--- config.mk ---
export PLATFORM = sky130hd
export DESIGN_NAME = vca_core
export DESIGN_NICKNAME = d
export VERILOG_FILES = /design/src/common/vca_pkg.sv /design/src/hdl/vca_core.sv
export SDC_FILE = /design/constraint.sdc
export NUM_CORES = 2
export LEC_CHECK = 0
export BUFFER_PORTS_ARGS = -buffer_cell sky130_fd_sc_hd__buf_4
export CAP_MARGIN = 40
export CORE_ASPECT_RATIO = 1.5
export CORE_MARGIN = 2
export CORE_UTILIZATION = 40
export CTS_CLUSTER_DIAMETER = 200
export DETAILED_ROUTE_END_ITERATION = 16
export GPL_ROUTABILITY_DRIVEN = 0
export PLACE_DENSITY = 0.61
export SLEW_MARGIN = 10
export SYNTH_ARGS = -nofsm -noshare
export SYNTH_HDL_FRONTEND = slang
export SYNTH_SLANG_ARGS = --single-unit
--- constraint.sdc ---
create_clock -name sys_clk_i -period 16.5 [get_ports sys_clk_i]
set_input_delay 2.475 -clock sys_clk_i [delete_from_list [all_inputs] [get_ports sys_clk_i]]
set_output_delay 2.475 -clock sys_clk_i [all_outputs]
set_load 0.005 [all_outputs]
--- src/common/vca_pkg.sv ---
// Constants, register map and state types of the video capture adjust block
package vca_pkg;
  // Register byte offsets
  localparam logic [7:0] OFF_DECIM    = 8'h00;
  localparam logic [7:0] OFF_CTRL     = 8'h04;
  localparam logic [7:0] OFF_HUE      = 8'h08;
  localparam logic [7:0] OFF_CONTRAST = 8'h0c;
  localparam logic [7:0] OFF_SATU     = 8'h10;
  localparam logic [7:0] OFF_SATV     = 8'h14;
  localparam logic [7:0] OFF_LUMA_OFFSET   = 8'h18;
  localparam logic [7:0] OFF_VBI      = 8'h1c;
  localparam logic [7:0] OFF_HDELAY   = 8'h20;
  localparam logic [7:0] OFF_VWIN     = 8'h24;
  localparam logic [7:0] OFF_STATUS   = 8'h28;
  // Field positions
  localparam int DEC_FIELD_BIT  = 7;
  localparam int DEC_PARITY_BIT = 6;
  localparam int CTRL_PAL_BIT   = 0;
  localparam int CTRL_AGC_BIT   = 1;
  localparam int CTRL_LCR_BIT   = 2;
  localparam int CTRL_LIM_BIT   = 3;
  localparam int CTRL_CORE_LSB  = 4;
  localparam int VBI_CNT_UP_BIT = 8;
  localparam int VBI_EVEN_BIT   = 9;
  localparam int VBI_ODD_BIT    = 10;
  localparam int VBI_EXT_BIT    = 11;
  localparam int VBI_CAPE_BIT   = 12;
  localparam int VBI_CAPO_BIT   = 13;
  localparam int VBI_RAWE_BIT   = 14;
  localparam int VBI_RAWO_BIT   = 15;
  localparam int VWIN_OFF_LSB   = 16;
  // Values after reset and automatic gain limits
  localparam logic [7:0]  CTRL_RST     = 8'h06;
  localparam logic [8:0]  GAIN_RST     = 9'h100;
  localparam logic [7:0]  AGC_UNITY    = 8'h40;
  localparam logic [7:0]  AGC_MIN      = 8'h20;
  localparam logic [7:0]  AGC_MAX      = 8'h80;
  localparam logic [9:0]  VOFF_RST     = 10'h016;
  localparam logic [9:0]  VWIN_RST     = 10'h1e0;
  // Sequence lengths, counts, limits and levels
  localparam logic [6:0]  SEQ_NTSC     = 7'd60;
  localparam logic [6:0]  SEQ_PAL      = 7'd50;
  localparam logic [6:0]  LOWCOL_LINES = 7'd127;
  localparam logic [15:0] LOW_PCT_NTSC = 16'd25;
  localparam logic [15:0] LOW_PCT_PAL  = 16'd35;
  localparam logic [15:0] HI_PCT_NTSC  = 16'd43;
  localparam logic [15:0] HI_PCT_PAL   = 16'd60;
  localparam logic [15:0] PCT_FULL     = 16'd100;
  localparam logic [9:0]  BLK_NTSC     = 10'd434;
  localparam logic [9:0]  BLK_PAL      = 10'd650;
  localparam logic [9:0]  BLK_NTSC_EXT = 10'd450;
  localparam logic [9:0]  BLK_PAL_EXT  = 10'd674;
  localparam logic [8:0]  EXT_LINES    = 9'd10;
  localparam logic [7:0]  LIMITED_BLACK = 8'd16;
  localparam logic [7:0]  CHROMA_ZERO  = 8'h80;

  typedef enum logic [1:0] {VCA_VBI_IDLE, VCA_VBI_DELAY, VCA_VBI_LINE, VCA_VBI_RAW} vca_vbi_e;

  typedef struct packed {
    logic [7:0]  decim;
    logic [7:0]  ctrl;
    logic [7:0]  hue;
    logic [8:0]  contrast;
    logic [8:0]  blue_diff_gain;
    logic [8:0]  red_diff_gain;
    logic [7:0]  luma_offset;
    logic [15:0] vbi_cfg;
    logic [9:0]  hdelay;
    logic [9:0]  vwin;
    logic [9:0]  voff;
    logic [15:0] vbi_cfg_a;
    logic [9:0]  hdelay_a;
    logic [9:0]  voff_a;
    logic [5:0]  dec_cnt;
    logic [6:0]  dec_acc;
    logic        dec_run;
    logic        active;
    logic        pready;
    logic        pslverr;
    logic [31:0] prdata;
    logic [7:0]  agc;
    logic [6:0]  low_cnt;
    logic [6:0]  hi_cnt;
    logic        kill;
    logic        line_q;
    logic        odd;
    logic [9:0]  line;
    vca_vbi_e    vbi;
    logic [10:0] samp;
    logic [8:0]  dw;
    logic [17:0] raw_dw;
    logic [1:0]  pk;
    logic [31:0] pack;
    logic        fifo_valid;
    logic [7:0]  y;
    logic [7:0]  cb;
    logic [7:0]  cr;
    logic        pv;
    logic [7:0]  hue_out;
  } vca_state_s;
endpackage

--- src/hdl/vca_core.sv ---
// Video output stage: temporal decimation, picture adjustment, chroma control and VBI capture
//
// Chosen here: the placing of the registers and the APB register port.
`timescale 1ns/1ps
module vca_core
  import vca_pkg::*;
#(
  parameter logic [7:0] BURST_NOMINAL = 8'd128
) (
  input  wire logic        sys_clk_i,
  input  wire logic        rst_i,
  input  wire logic        psel_i,
  input  wire logic        penable_i,
  input  wire logic        pwrite_i,
  input  wire logic [7:0]  paddr_i,
  input  wire logic [31:0] pwdata_i,
  output logic      [31:0] prdata_o,
  output logic             pready_o,
  output logic             pslverr_o,
  input  wire logic        line_start_strobe_i,
  input  wire logic        field_start_strobe_i,
  input  wire logic        field_odd_i,
  input  wire logic [7:0]  burst_amp_i,
  input  wire logic        pix_valid_i,
  input  wire logic [7:0]  y_i,
  input  wire logic [7:0]  cb_i,
  input  wire logic [7:0]  cr_i,
  input  wire logic        vbi_sample_valid_i,
  input  wire logic [7:0]  vbi_sample_i,
  output logic             active_o,
  output logic             pix_valid_o,
  output logic      [7:0]  y_o,
  output logic      [7:0]  cb_o,
  output logic      [7:0]  cr_o,
  output logic      [7:0]  hue_phase_o,
  output logic      [31:0] fifo_data_o,
  output logic             fifo_valid_o
);

  vca_state_s s;
  vca_state_s next_s;

  // Offset binary chroma times gain (unity 0x100), saturated back to offset binary
  function automatic logic [7:0] chroma_scale(input logic [7:0] c, input logic [10:0] g);
    logic signed [8:0]  u;
    logic signed [20:0] p;
    logic signed [12:0] q;
    u = $signed({1'b0, c}) - 9'sd128;
    p = u * $signed({1'b0, g});
    q = p[20:8];
    if (q > 13'sd127) begin
      q = 13'sd127;
    end else if (q < -13'sd128) begin
      q = -13'sd128;
    end
    chroma_scale = {~q[7], q[6:0]};
  endfunction

  logic        pal;
  logic [6:0]  seq;
  logic [6:0]  skip;
  logic [6:0]  acc_base;
  logic [7:0]  dec_sum;
  logic        unit;
  logic        drop;
  logic        line_end;
  logic [9:0]  nl;
  logic        fld_odd;
  logic [8:0]  win_line;
  logic [8:0]  raw_start;
  logic [9:0]  blocks;
  logic [17:0] raw_total;
  logic [8:0]  pkt;
  logic        capture;
  logic [16:0] yprod;
  logic signed [10:0] ysum;
  logic [7:0]  yclamp;
  logic [7:0]  black;
  logic [7:0]  core_thr;
  logic [7:0]  agc_eff;
  logic [16:0] gu;
  logic [16:0] gv;
  logic [15:0] burst_pct;
  logic [15:0] low_lim;
  logic [15:0] hi_lim;

  always_comb begin
    next_s = s;
    pal = s.ctrl[CTRL_PAL_BIT];
    seq = pal ? SEQ_PAL : SEQ_NTSC;
    capture = 1'b0;

    // APB: answer with pready one cycle after setup
    next_s.pready = psel_i & ~penable_i;
    next_s.pslverr = 1'b0;
    next_s.prdata = 32'h0000_0000;
    if (psel_i & ~penable_i) begin
      unique case (paddr_i)
        OFF_DECIM:    next_s.prdata = {24'h00_0000, s.decim};
        OFF_CTRL:     next_s.prdata = {24'h00_0000, s.ctrl};
        OFF_HUE:      next_s.prdata = {24'h00_0000, s.hue};
        OFF_CONTRAST: next_s.prdata = {23'h00_0000, s.contrast};
        OFF_SATU:     next_s.prdata = {23'h00_0000, s.blue_diff_gain};
        OFF_SATV:     next_s.prdata = {23'h00_0000, s.red_diff_gain};
        OFF_LUMA_OFFSET:   next_s.prdata = {24'h00_0000, s.luma_offset};
        OFF_VBI:      next_s.prdata = {16'h0000, s.vbi_cfg};
        OFF_HDELAY:   next_s.prdata = {22'h00_0000, s.hdelay};
        OFF_VWIN:     next_s.prdata = {6'h00, s.voff, 6'h00, s.vwin};
        OFF_STATUS:   next_s.prdata = {8'h00, s.agc, 6'h00, s.vbi, s.kill, s.active, s.dec_cnt};
        default:      next_s.pslverr = 1'b1;
      endcase
    end
    if (psel_i & penable_i & s.pready & pwrite_i) begin
      unique case (paddr_i)
        OFF_DECIM: begin
          next_s.decim = pwdata_i[7:0];
          // Any write with a zero count restarts the sequence, whatever the basis bits say
          if (pwdata_i[5:0] == 6'h00) begin
            next_s.dec_cnt = 6'h00;
            next_s.dec_acc = 7'h00;
            next_s.dec_run = 1'b0;
          end
        end
        OFF_CTRL:     next_s.ctrl = pwdata_i[7:0];
        OFF_HUE:      next_s.hue = pwdata_i[7:0];
        OFF_CONTRAST: next_s.contrast = pwdata_i[8:0];
        OFF_SATU:     next_s.blue_diff_gain = pwdata_i[8:0];
        OFF_SATV:     next_s.red_diff_gain = pwdata_i[8:0];
        OFF_LUMA_OFFSET:   next_s.luma_offset = pwdata_i[7:0];
        OFF_VBI:      next_s.vbi_cfg = pwdata_i[15:0];
        OFF_HDELAY:   next_s.hdelay = pwdata_i[9:0];
        OFF_VWIN: begin
          next_s.vwin = pwdata_i[9:0];
          next_s.voff = pwdata_i[VWIN_OFF_LSB +: 10];
        end
        default: ;
      endcase
    end

    // Temporal decimation: error accumulator spreads the dropped units evenly
    skip = ({1'b0, s.decim[5:0]} > seq) ? seq : {1'b0, s.decim[5:0]};
    if (s.decim[DEC_FIELD_BIT]) begin
      // Start only on a field of the parity chosen to go first, preloaded to drop it
      unit = s.dec_run | (field_odd_i == ~s.decim[DEC_PARITY_BIT]);
      acc_base = s.dec_run ? s.dec_acc : 7'(seq - skip);
    end else begin
      unit = field_odd_i;
      acc_base = s.dec_run ? s.dec_acc : 7'h00;
    end
    dec_sum = {1'b0, acc_base} + {1'b0, skip};
    drop = dec_sum >= {1'b0, seq};
    // Frame basis decides on the odd field; the even field keeps that verdict
    if (field_start_strobe_i) begin
      if (skip == 7'h00) begin
        next_s.active = 1'b1;
      end else if (unit) begin
        next_s.dec_run = 1'b1;
        next_s.active = ~drop;
        next_s.dec_acc = drop ? 7'(dec_sum - {1'b0, seq}) : dec_sum[6:0];
        next_s.dec_cnt = ({1'b0, s.dec_cnt} == 7'(seq - 7'd1)) ? 6'h00 : 6'(s.dec_cnt + 6'd1);
      end else if (s.decim[DEC_FIELD_BIT]) begin
        next_s.active = 1'b1;
      end
    end

    // Luma: contrast, brightness with clamp, then coring
    yprod = 17'(y_i * s.contrast);
    ysum = $signed({2'b00, yprod[16:8]}) + $signed({{3{s.luma_offset[7]}}, s.luma_offset});
    if (ysum < 11'sd0) begin
      yclamp = 8'h00;
    end else if (ysum > 11'sd255) begin
      yclamp = 8'hff;
    end else begin
      yclamp = ysum[7:0];
    end
    black = s.ctrl[CTRL_LIM_BIT] ? LIMITED_BLACK : 8'h00;
    unique case (s.ctrl[CTRL_CORE_LSB +: 2])
      2'd0: core_thr = 8'd0;
      2'd1: core_thr = 8'd8;
      2'd2: core_thr = 8'd16;
      2'd3: core_thr = 8'd32;
    endcase
    next_s.y = (yclamp < 8'(black + core_thr)) ? black : yclamp;

    // Chroma: saturation times automatic gain (unity 0x40)
    agc_eff = s.ctrl[CTRL_AGC_BIT] ? s.agc : AGC_UNITY;
    gu = 17'(s.blue_diff_gain * agc_eff);
    gv = 17'(s.red_diff_gain * agc_eff);
    next_s.cb = s.kill ? CHROMA_ZERO : chroma_scale(cb_i, gu[16:6]);
    next_s.cr = s.kill ? CHROMA_ZERO : chroma_scale(cr_i, gv[16:6]);
    next_s.pv = pix_valid_i & s.active;
    next_s.hue_out = pal ? 8'h00 : s.hue;

    // Per-line burst checks, taken at the strobe's trailing edge
    next_s.line_q = line_start_strobe_i;
    line_end = s.line_q & ~line_start_strobe_i;
    burst_pct = 16'(burst_amp_i * PCT_FULL);
    low_lim = 16'((pal ? LOW_PCT_PAL : LOW_PCT_NTSC) * BURST_NOMINAL);
    hi_lim = 16'((pal ? HI_PCT_PAL : HI_PCT_NTSC) * BURST_NOMINAL);
    if (line_end) begin
      // One step per line so a single noisy burst cannot swing the gain
      if (!s.ctrl[CTRL_AGC_BIT]) begin
        next_s.agc = AGC_UNITY;
      end else if (burst_amp_i < BURST_NOMINAL && s.agc < AGC_MAX) begin
        next_s.agc = s.agc + 8'd1;
      end else if (burst_amp_i > BURST_NOMINAL && s.agc > AGC_MIN) begin
        next_s.agc = s.agc - 8'd1;
      end
      // Saturating run lengths: one line on the other side of the threshold starts the run over
      if (burst_pct > low_lim) begin
        next_s.low_cnt = 7'h00;
      end else if (s.low_cnt != LOWCOL_LINES) begin
        next_s.low_cnt = 7'(s.low_cnt + 7'd1);
      end
      if (burst_pct < hi_lim) begin
        next_s.hi_cnt = 7'h00;
      end else if (s.hi_cnt != LOWCOL_LINES) begin
        next_s.hi_cnt = 7'(s.hi_cnt + 7'd1);
      end
      if (!s.kill && next_s.low_cnt == LOWCOL_LINES) begin
        next_s.kill = 1'b1;
      end else if (s.kill && next_s.hi_cnt == LOWCOL_LINES) begin
        next_s.kill = 1'b0;
      end
    end
    // Turning removal off wins over a kill decided in the same cycle
    if (!s.ctrl[CTRL_LCR_BIT]) begin
      next_s.kill = 1'b0;
    end

    // VBI capture, using the copy of the settings taken at the frame boundary
    fld_odd = s.odd;
    win_line = s.voff_a[9:1];
    // Lines count from 1, so a start that would fall at or above the top is held at line 1
    if (s.vbi_cfg_a[VBI_EXT_BIT]) begin
      blocks = pal ? BLK_PAL_EXT : BLK_NTSC_EXT;
      if (win_line > EXT_LINES) begin
        raw_start = 9'(win_line - EXT_LINES);
      end else begin
        raw_start = 9'h001;
      end
    end else begin
      blocks = pal ? BLK_PAL : BLK_NTSC;
      if (win_line == 9'h000) begin
        raw_start = 9'h001;
      end else begin
        raw_start = win_line;
      end
    end
    raw_total = {blocks, 8'h00};
    pkt = {s.vbi_cfg_a[VBI_CNT_UP_BIT], s.vbi_cfg_a[7:0]};
    nl = 10'(s.line + 10'd1);
    next_s.fifo_valid = 1'b0;

    if (field_start_strobe_i) begin
      next_s.odd = field_odd_i;
      next_s.line = 10'h000;
      next_s.vbi = VCA_VBI_IDLE;
      next_s.pk = 2'd0;
      // An odd field opens a frame; copying only there keeps one frame on one configuration
      if (field_odd_i) begin
        next_s.vbi_cfg_a = s.vbi_cfg;
        next_s.hdelay_a = s.hdelay;
        next_s.voff_a = s.voff;
      end
    end else if (line_end) begin
      next_s.line = nl;
      if (s.vbi != VCA_VBI_RAW) begin
        if (s.vbi_cfg_a[fld_odd ? VBI_CAPO_BIT : VBI_CAPE_BIT] &&
            s.vbi_cfg_a[fld_odd ? VBI_RAWO_BIT : VBI_RAWE_BIT] && nl == {1'b0, raw_start}) begin
          next_s.vbi = VCA_VBI_RAW;
          next_s.raw_dw = 18'h00000;
          next_s.pk = 2'd0;
        end else if (s.vbi_cfg_a[fld_odd ? VBI_ODD_BIT : VBI_EVEN_BIT] && pkt != 9'h000 &&
                     nl < {1'b0, win_line}) begin
          next_s.vbi = VCA_VBI_DELAY;
          next_s.samp = 11'h000;
          next_s.dw = 9'h000;
          next_s.pk = 2'd0;
        end else begin
          next_s.vbi = VCA_VBI_IDLE;
        end
      end
    end else if (vbi_sample_valid_i) begin
      // Samples landing on a line or field edge are dropped; the strobes own that cycle
      unique case (s.vbi)
        VCA_VBI_IDLE: ;
        VCA_VBI_DELAY: begin
          // Two samples per pixel, so the delay counts samples up to twice the pixel setting
          next_s.samp = 11'(s.samp + 11'd1);
          if (s.samp == {s.hdelay_a, 1'b0}) begin
            capture = 1'b1;
            next_s.vbi = VCA_VBI_LINE;
          end
        end
        VCA_VBI_LINE: capture = 1'b1;
        VCA_VBI_RAW:  capture = 1'b1;
      endcase
      if (capture) begin
        next_s.pack = {vbi_sample_i, s.pack[31:8]};
        next_s.pk = 2'(s.pk + 2'd1);
        if (s.pk == 2'd3) begin
          next_s.fifo_valid = 1'b1;
          if (s.vbi == VCA_VBI_RAW) begin
            next_s.raw_dw = 18'(s.raw_dw + 18'd1);
            if (18'(s.raw_dw + 18'd1) == raw_total) begin
              next_s.vbi = VCA_VBI_IDLE;
            end
          end else begin
            next_s.dw = 9'(s.dw + 9'd1);
            if (9'(s.dw + 9'd1) == pkt) begin
              next_s.vbi = VCA_VBI_IDLE;
            end
          end
        end
      end
    end
  end

  // Reset gives full-rate output and unity programmed gains; CTRL_RST enables the automatic gain, which starts at unity and steps with the burst
  always_ff @(posedge sys_clk_i or posedge rst_i) begin
    if (rst_i) begin
      s <= '0;
      s.ctrl <= CTRL_RST;
      s.contrast <= GAIN_RST;
      s.blue_diff_gain <= GAIN_RST;
      s.red_diff_gain <= GAIN_RST;
      s.voff <= VOFF_RST;
      s.vwin <= VWIN_RST;
      s.voff_a <= VOFF_RST;
      s.agc <= AGC_UNITY;
      s.active <= 1'b1;
      s.y <= 8'h00;
      s.cb <= CHROMA_ZERO;
      s.cr <= CHROMA_ZERO;
      s.vbi <= VCA_VBI_IDLE;
    end else begin
      s <= next_s;
    end
  end

  assign prdata_o     = s.prdata;
  assign pready_o     = s.pready;
  assign pslverr_o    = s.pslverr;
  assign active_o     = s.active;
  assign pix_valid_o  = s.pv;
  assign y_o          = s.y;
  assign cb_o         = s.cb;
  assign cr_o         = s.cr;
  assign hue_phase_o  = s.hue_out;
  assign fifo_data_o  = s.pack;
  assign fifo_valid_o = s.fifo_valid;

endmodule

==> results by group <==
Timing
  • Min Clock Period, post-route: ~12 ns
  • Setup violators final: 0
  • Final Skew: 0.0156 ns
  • RSZ-0062 raised after global routing: no
  • Final Hold Fails: 0
  • Final TNS setup: 0 ns
  • FMAX: 82.0 MHz
  • Relative slew slack: 36.7%
  • Fin crit share: 73.9%
  • Slew of the pin with the lowest slew margin: 0.942 ns
  • Slew Limit Fails: 0

Finish
  • Fin cells: 4,306
  • Area growth syn-to-layout: 9.64%
  • Layout fillers: roughly 7.6k
  • # nets final: 3,913
  • Layout cells sized above 1: 15.7%
  • Most frequent cells in the layout: 377 x inv_1, 307 x dfrtp_1, 304 x ha_1
  • Most common cell after layout, fill and taps aside: inv_1

Clock tree
  • Postcts setup bufs: 0
  • Htree depth: 2
  • Clk slew on worst S/H paths: ~0.070 ns
  • Hold_buf cts: 0
  • CTS sink cnt: between 300 and 400
  • CTS resizes: 0
  • Clock Tree Root: clkbuf_16
  • TritonCTS clock tree: done
  • CTS buffer count: 36
  • Clk_lat worst skew: 0.57 ns
  • Clock Path Buffers: 3

Critical path
  • Capturing point of the worst reg2reg path: cr_o[1]$_DFF_PP0_
  • Reg2Reg Launch Point: s[318]$_DFFE_PP1P_
  • CP max stage delay: roughly 0.72 ns
  • Worst EP required: between 15 and 20 ns
  • Critical Path Source Type: register
  • R2r setup slk: 4.31 ns
  • Crit-path leading delay family: adder cells
  • Reg2Reg Depth: 40
  • CP arrival: 12.60 ns
  • Crit end category: register
  • Cell repeated most along the worst path: fa_1
  • Critical path peak fanout: just over 80
  • Crit Path Class: reg -> reg
  • CP max-delay cell: xnor2_1
  • CP Buf/Inv Count: 8

Synthesis
  • Async set-reset flop share out of synthesis: 100%
  • EDFF count, synth: 0
  • Syn Inst Count: 3,230
  • Seq/Total Area, Yosys: 26.1%
  • Mapped Area: 31,400 um2
  • Synth Area in Adders: approximately 29%
  • Mux contribution to synthesized area: roughly 6.6%
  • Post-synthesis average cell area: just under 10 um2
  • Compound-Gate Fraction of Synth Area: 10.9%
  • Largest family of logic cells by synthesized area: adder cells
  • Simple-Gate Fraction of Synth Area: 15.6%
  • Synth cell types: 96
  • #FFs+latches synth: 326
  • Ys flop type: dfrtp_1
  • Post-Synth XOR/XNOR Area: 3.94%
  • Synthesis warning total: 0

Routing
  • Routed vias/inst: 5.39
  • DRC Markers: 0
  • Wire per inst: between 15 and 20 um
  • Total Wirelength: between 70,000 and 80,000 um
  • Pre-antenna DRT Iters: 7
  • Initial DRC Count: roughly 1.3k
  • Routed Antenna Nets: 0
  • Vias after detailed routing: around 23k

Global routing
  • Vias in the first global route: 24.2k
  • Largest net degree at the start of global routing: 150
  • First-pass GRT wire length: 126,000 um
  • GRT Total Usage: 19.6%
  • Initial antenna violation count: 3
  • Congestion Overflow GR: 0

Power
  • P_leak: 17.8 nW
  • Worst vdd ir: roughly 120 uV
  • PnR Total Power: 0.00202 W
  • Power Dens Cells: 58.8 nW/um2

Placed design
  • Hpwl dp: 59,300 um
  • IO Port Bufs: 178
  • Placed Cells: 4,239

Hold path
  • Worst Hold Launch: s[185]$_DFF_PP0_
  • HP Class: reg -> reg
  • Cells on Worst Hold Path: 2
  • Hold Path Sink: s[185]$_DFF_PP0_

Die
  • Die Footprint: 80,700 um2
  • Core area: 77,600 um2
  • Die Height: 347 um
  • Initial Utilization: 40.4%
  • Die W: 233 um
  • I/O pins: 191
  • Row count: ~130

Status
  • Status: finished, final reports clean

Flow run
  • Max-cap violations: 0
## metrics by stage
step | util, % | worst slack (ns) | hold slack (ns) | area [um2]
3_5_place_dp | 42.7 | 4.33 | 0.485 | 33100
6_report | 44.3 | 4.31 | 0.497 | 34400
5_1_grt | 44.3 | 3.42 | 0.521 | 34400
4_1_cts | 44.3 | 4.30 | 0.498 | 34400
3_3_place_gp | 42.5 | 4.21 | 0.470 | 33000
2_1_floorplan | - | 5.03 | 0.450 | 31400
## where the power goes
group          internal, W  switching [W]  total, W
Combinational     0.000130       0.000151  0.000281
Sequential        0.000833      0.0000342  0.000868
Clock             0.000507       0.000366  0.000873
Total              0.00147       0.000551   0.00202
## cell families after synthesis
group	count (synthesis)
AOI/OAI and AO/OA	490
xor gates and xnor gates	141
adders and majority gates	561
buffers and inverters	599
DFF	326
muxes	185
other	1
and+or+nand+nor	927
## registers in the layout, summed over array words and instances (netlist names)
signal / cells
pkt: 9
fifo_data_o: 32
pready_o: 1
fld_odd: 1
cb_o: 8
s: 220
pix_valid_o: 1
prdata_o: 26
pslverr_o: 1
pal: 1
active_o: 1
y_o: 8
fifo_valid_o: 1
hue_phase_o: 8
cr_o: 8
## cells in the mapped netlist (14+ instances only)
library cell	number	share of area, %
dfstp_2	19	1.6
inv_1	378	4.5
nor4_1	14	0.28
xnor2_1	75	2.1
nor2_1	128	1.5
a221oi_1	20	0.56
and2_1	143	2.9
clkbuf_1	106	1.3
dfrtp_1	307	24
and3_1	123	2.5
mux2_2	177	6.4
a22oi_1	20	0.48
or3_1	17	0.34
nand2b_1	30	0.60
nor3_1	29	0.46
xor2_1	66	1.8
nand3_1	70	1.1
o21a_1	20	0.48
a22o_1	23	0.64
a31oi_1	15	0.30
nor2b_1	51	1.0
o21ai_0	90	1.4
buf_4	96	2.3
fa_1	257	16
ha_1	304	12
o31ai_1	41	0.98
a21oi_1	99	1.6
nand4_1	20	0.40
a21o_1	37	0.89
nand2_1	237	2.8
## area by class of cell
class	count	area [um2]	share of cell area [%]
multi-input combinational	2310	20600	59.8
tap	1016	1270	3.70
sequential	326	8180	23.8
clock buffer	46	1020	2.96
antenna	1	2.50	0.00728
timing repair buffer	210	1670	4.85
clock inverter	19	243	0.706
inverter	378	1430	4.15
## layer usage
layer  vias up  wire (um)  track usage, %
li1      10929          -               -
met1     11656      31100            23.1
met2       498      40500            36.1
met3       123       3260            2.05
met4         2       2870            7.31
met5         -         13               0
## worst min-delay path, delay by kind of cell, from the launching register on
kind	cells	cell delay, ns
AOI/OAI and AO/OA	1	0.07
DFF	1	0.34
and+or+nand+nor	1	0.05
## worst max path at each step
stage | start | to | cells after the start
final | s[318]$_DFFE_PP1P_ | cr_o[1]$_DFF_PP0_ | 40
after global routing | s[318]$_DFFE_PP1P_ | cb_o[0]$_DFF_PP0_ | 38
after CTS | s[318]$_DFFE_PP1P_ | cb_o[0]$_DFF_PP0_ | 38
after detailed placement | s[318]$_DFFE_PP1P_ | cb_o[5]$_DFF_PP0_ | 38
after global placement | s[318]$_DFFE_PP1P_ | cb_o[5]$_DFF_PP0_ | 37
after floorplan | rst_i | cb_o[0]$_DFF_PP0_ | 1
No activity file was read; power rests on OpenSTA's default activity.
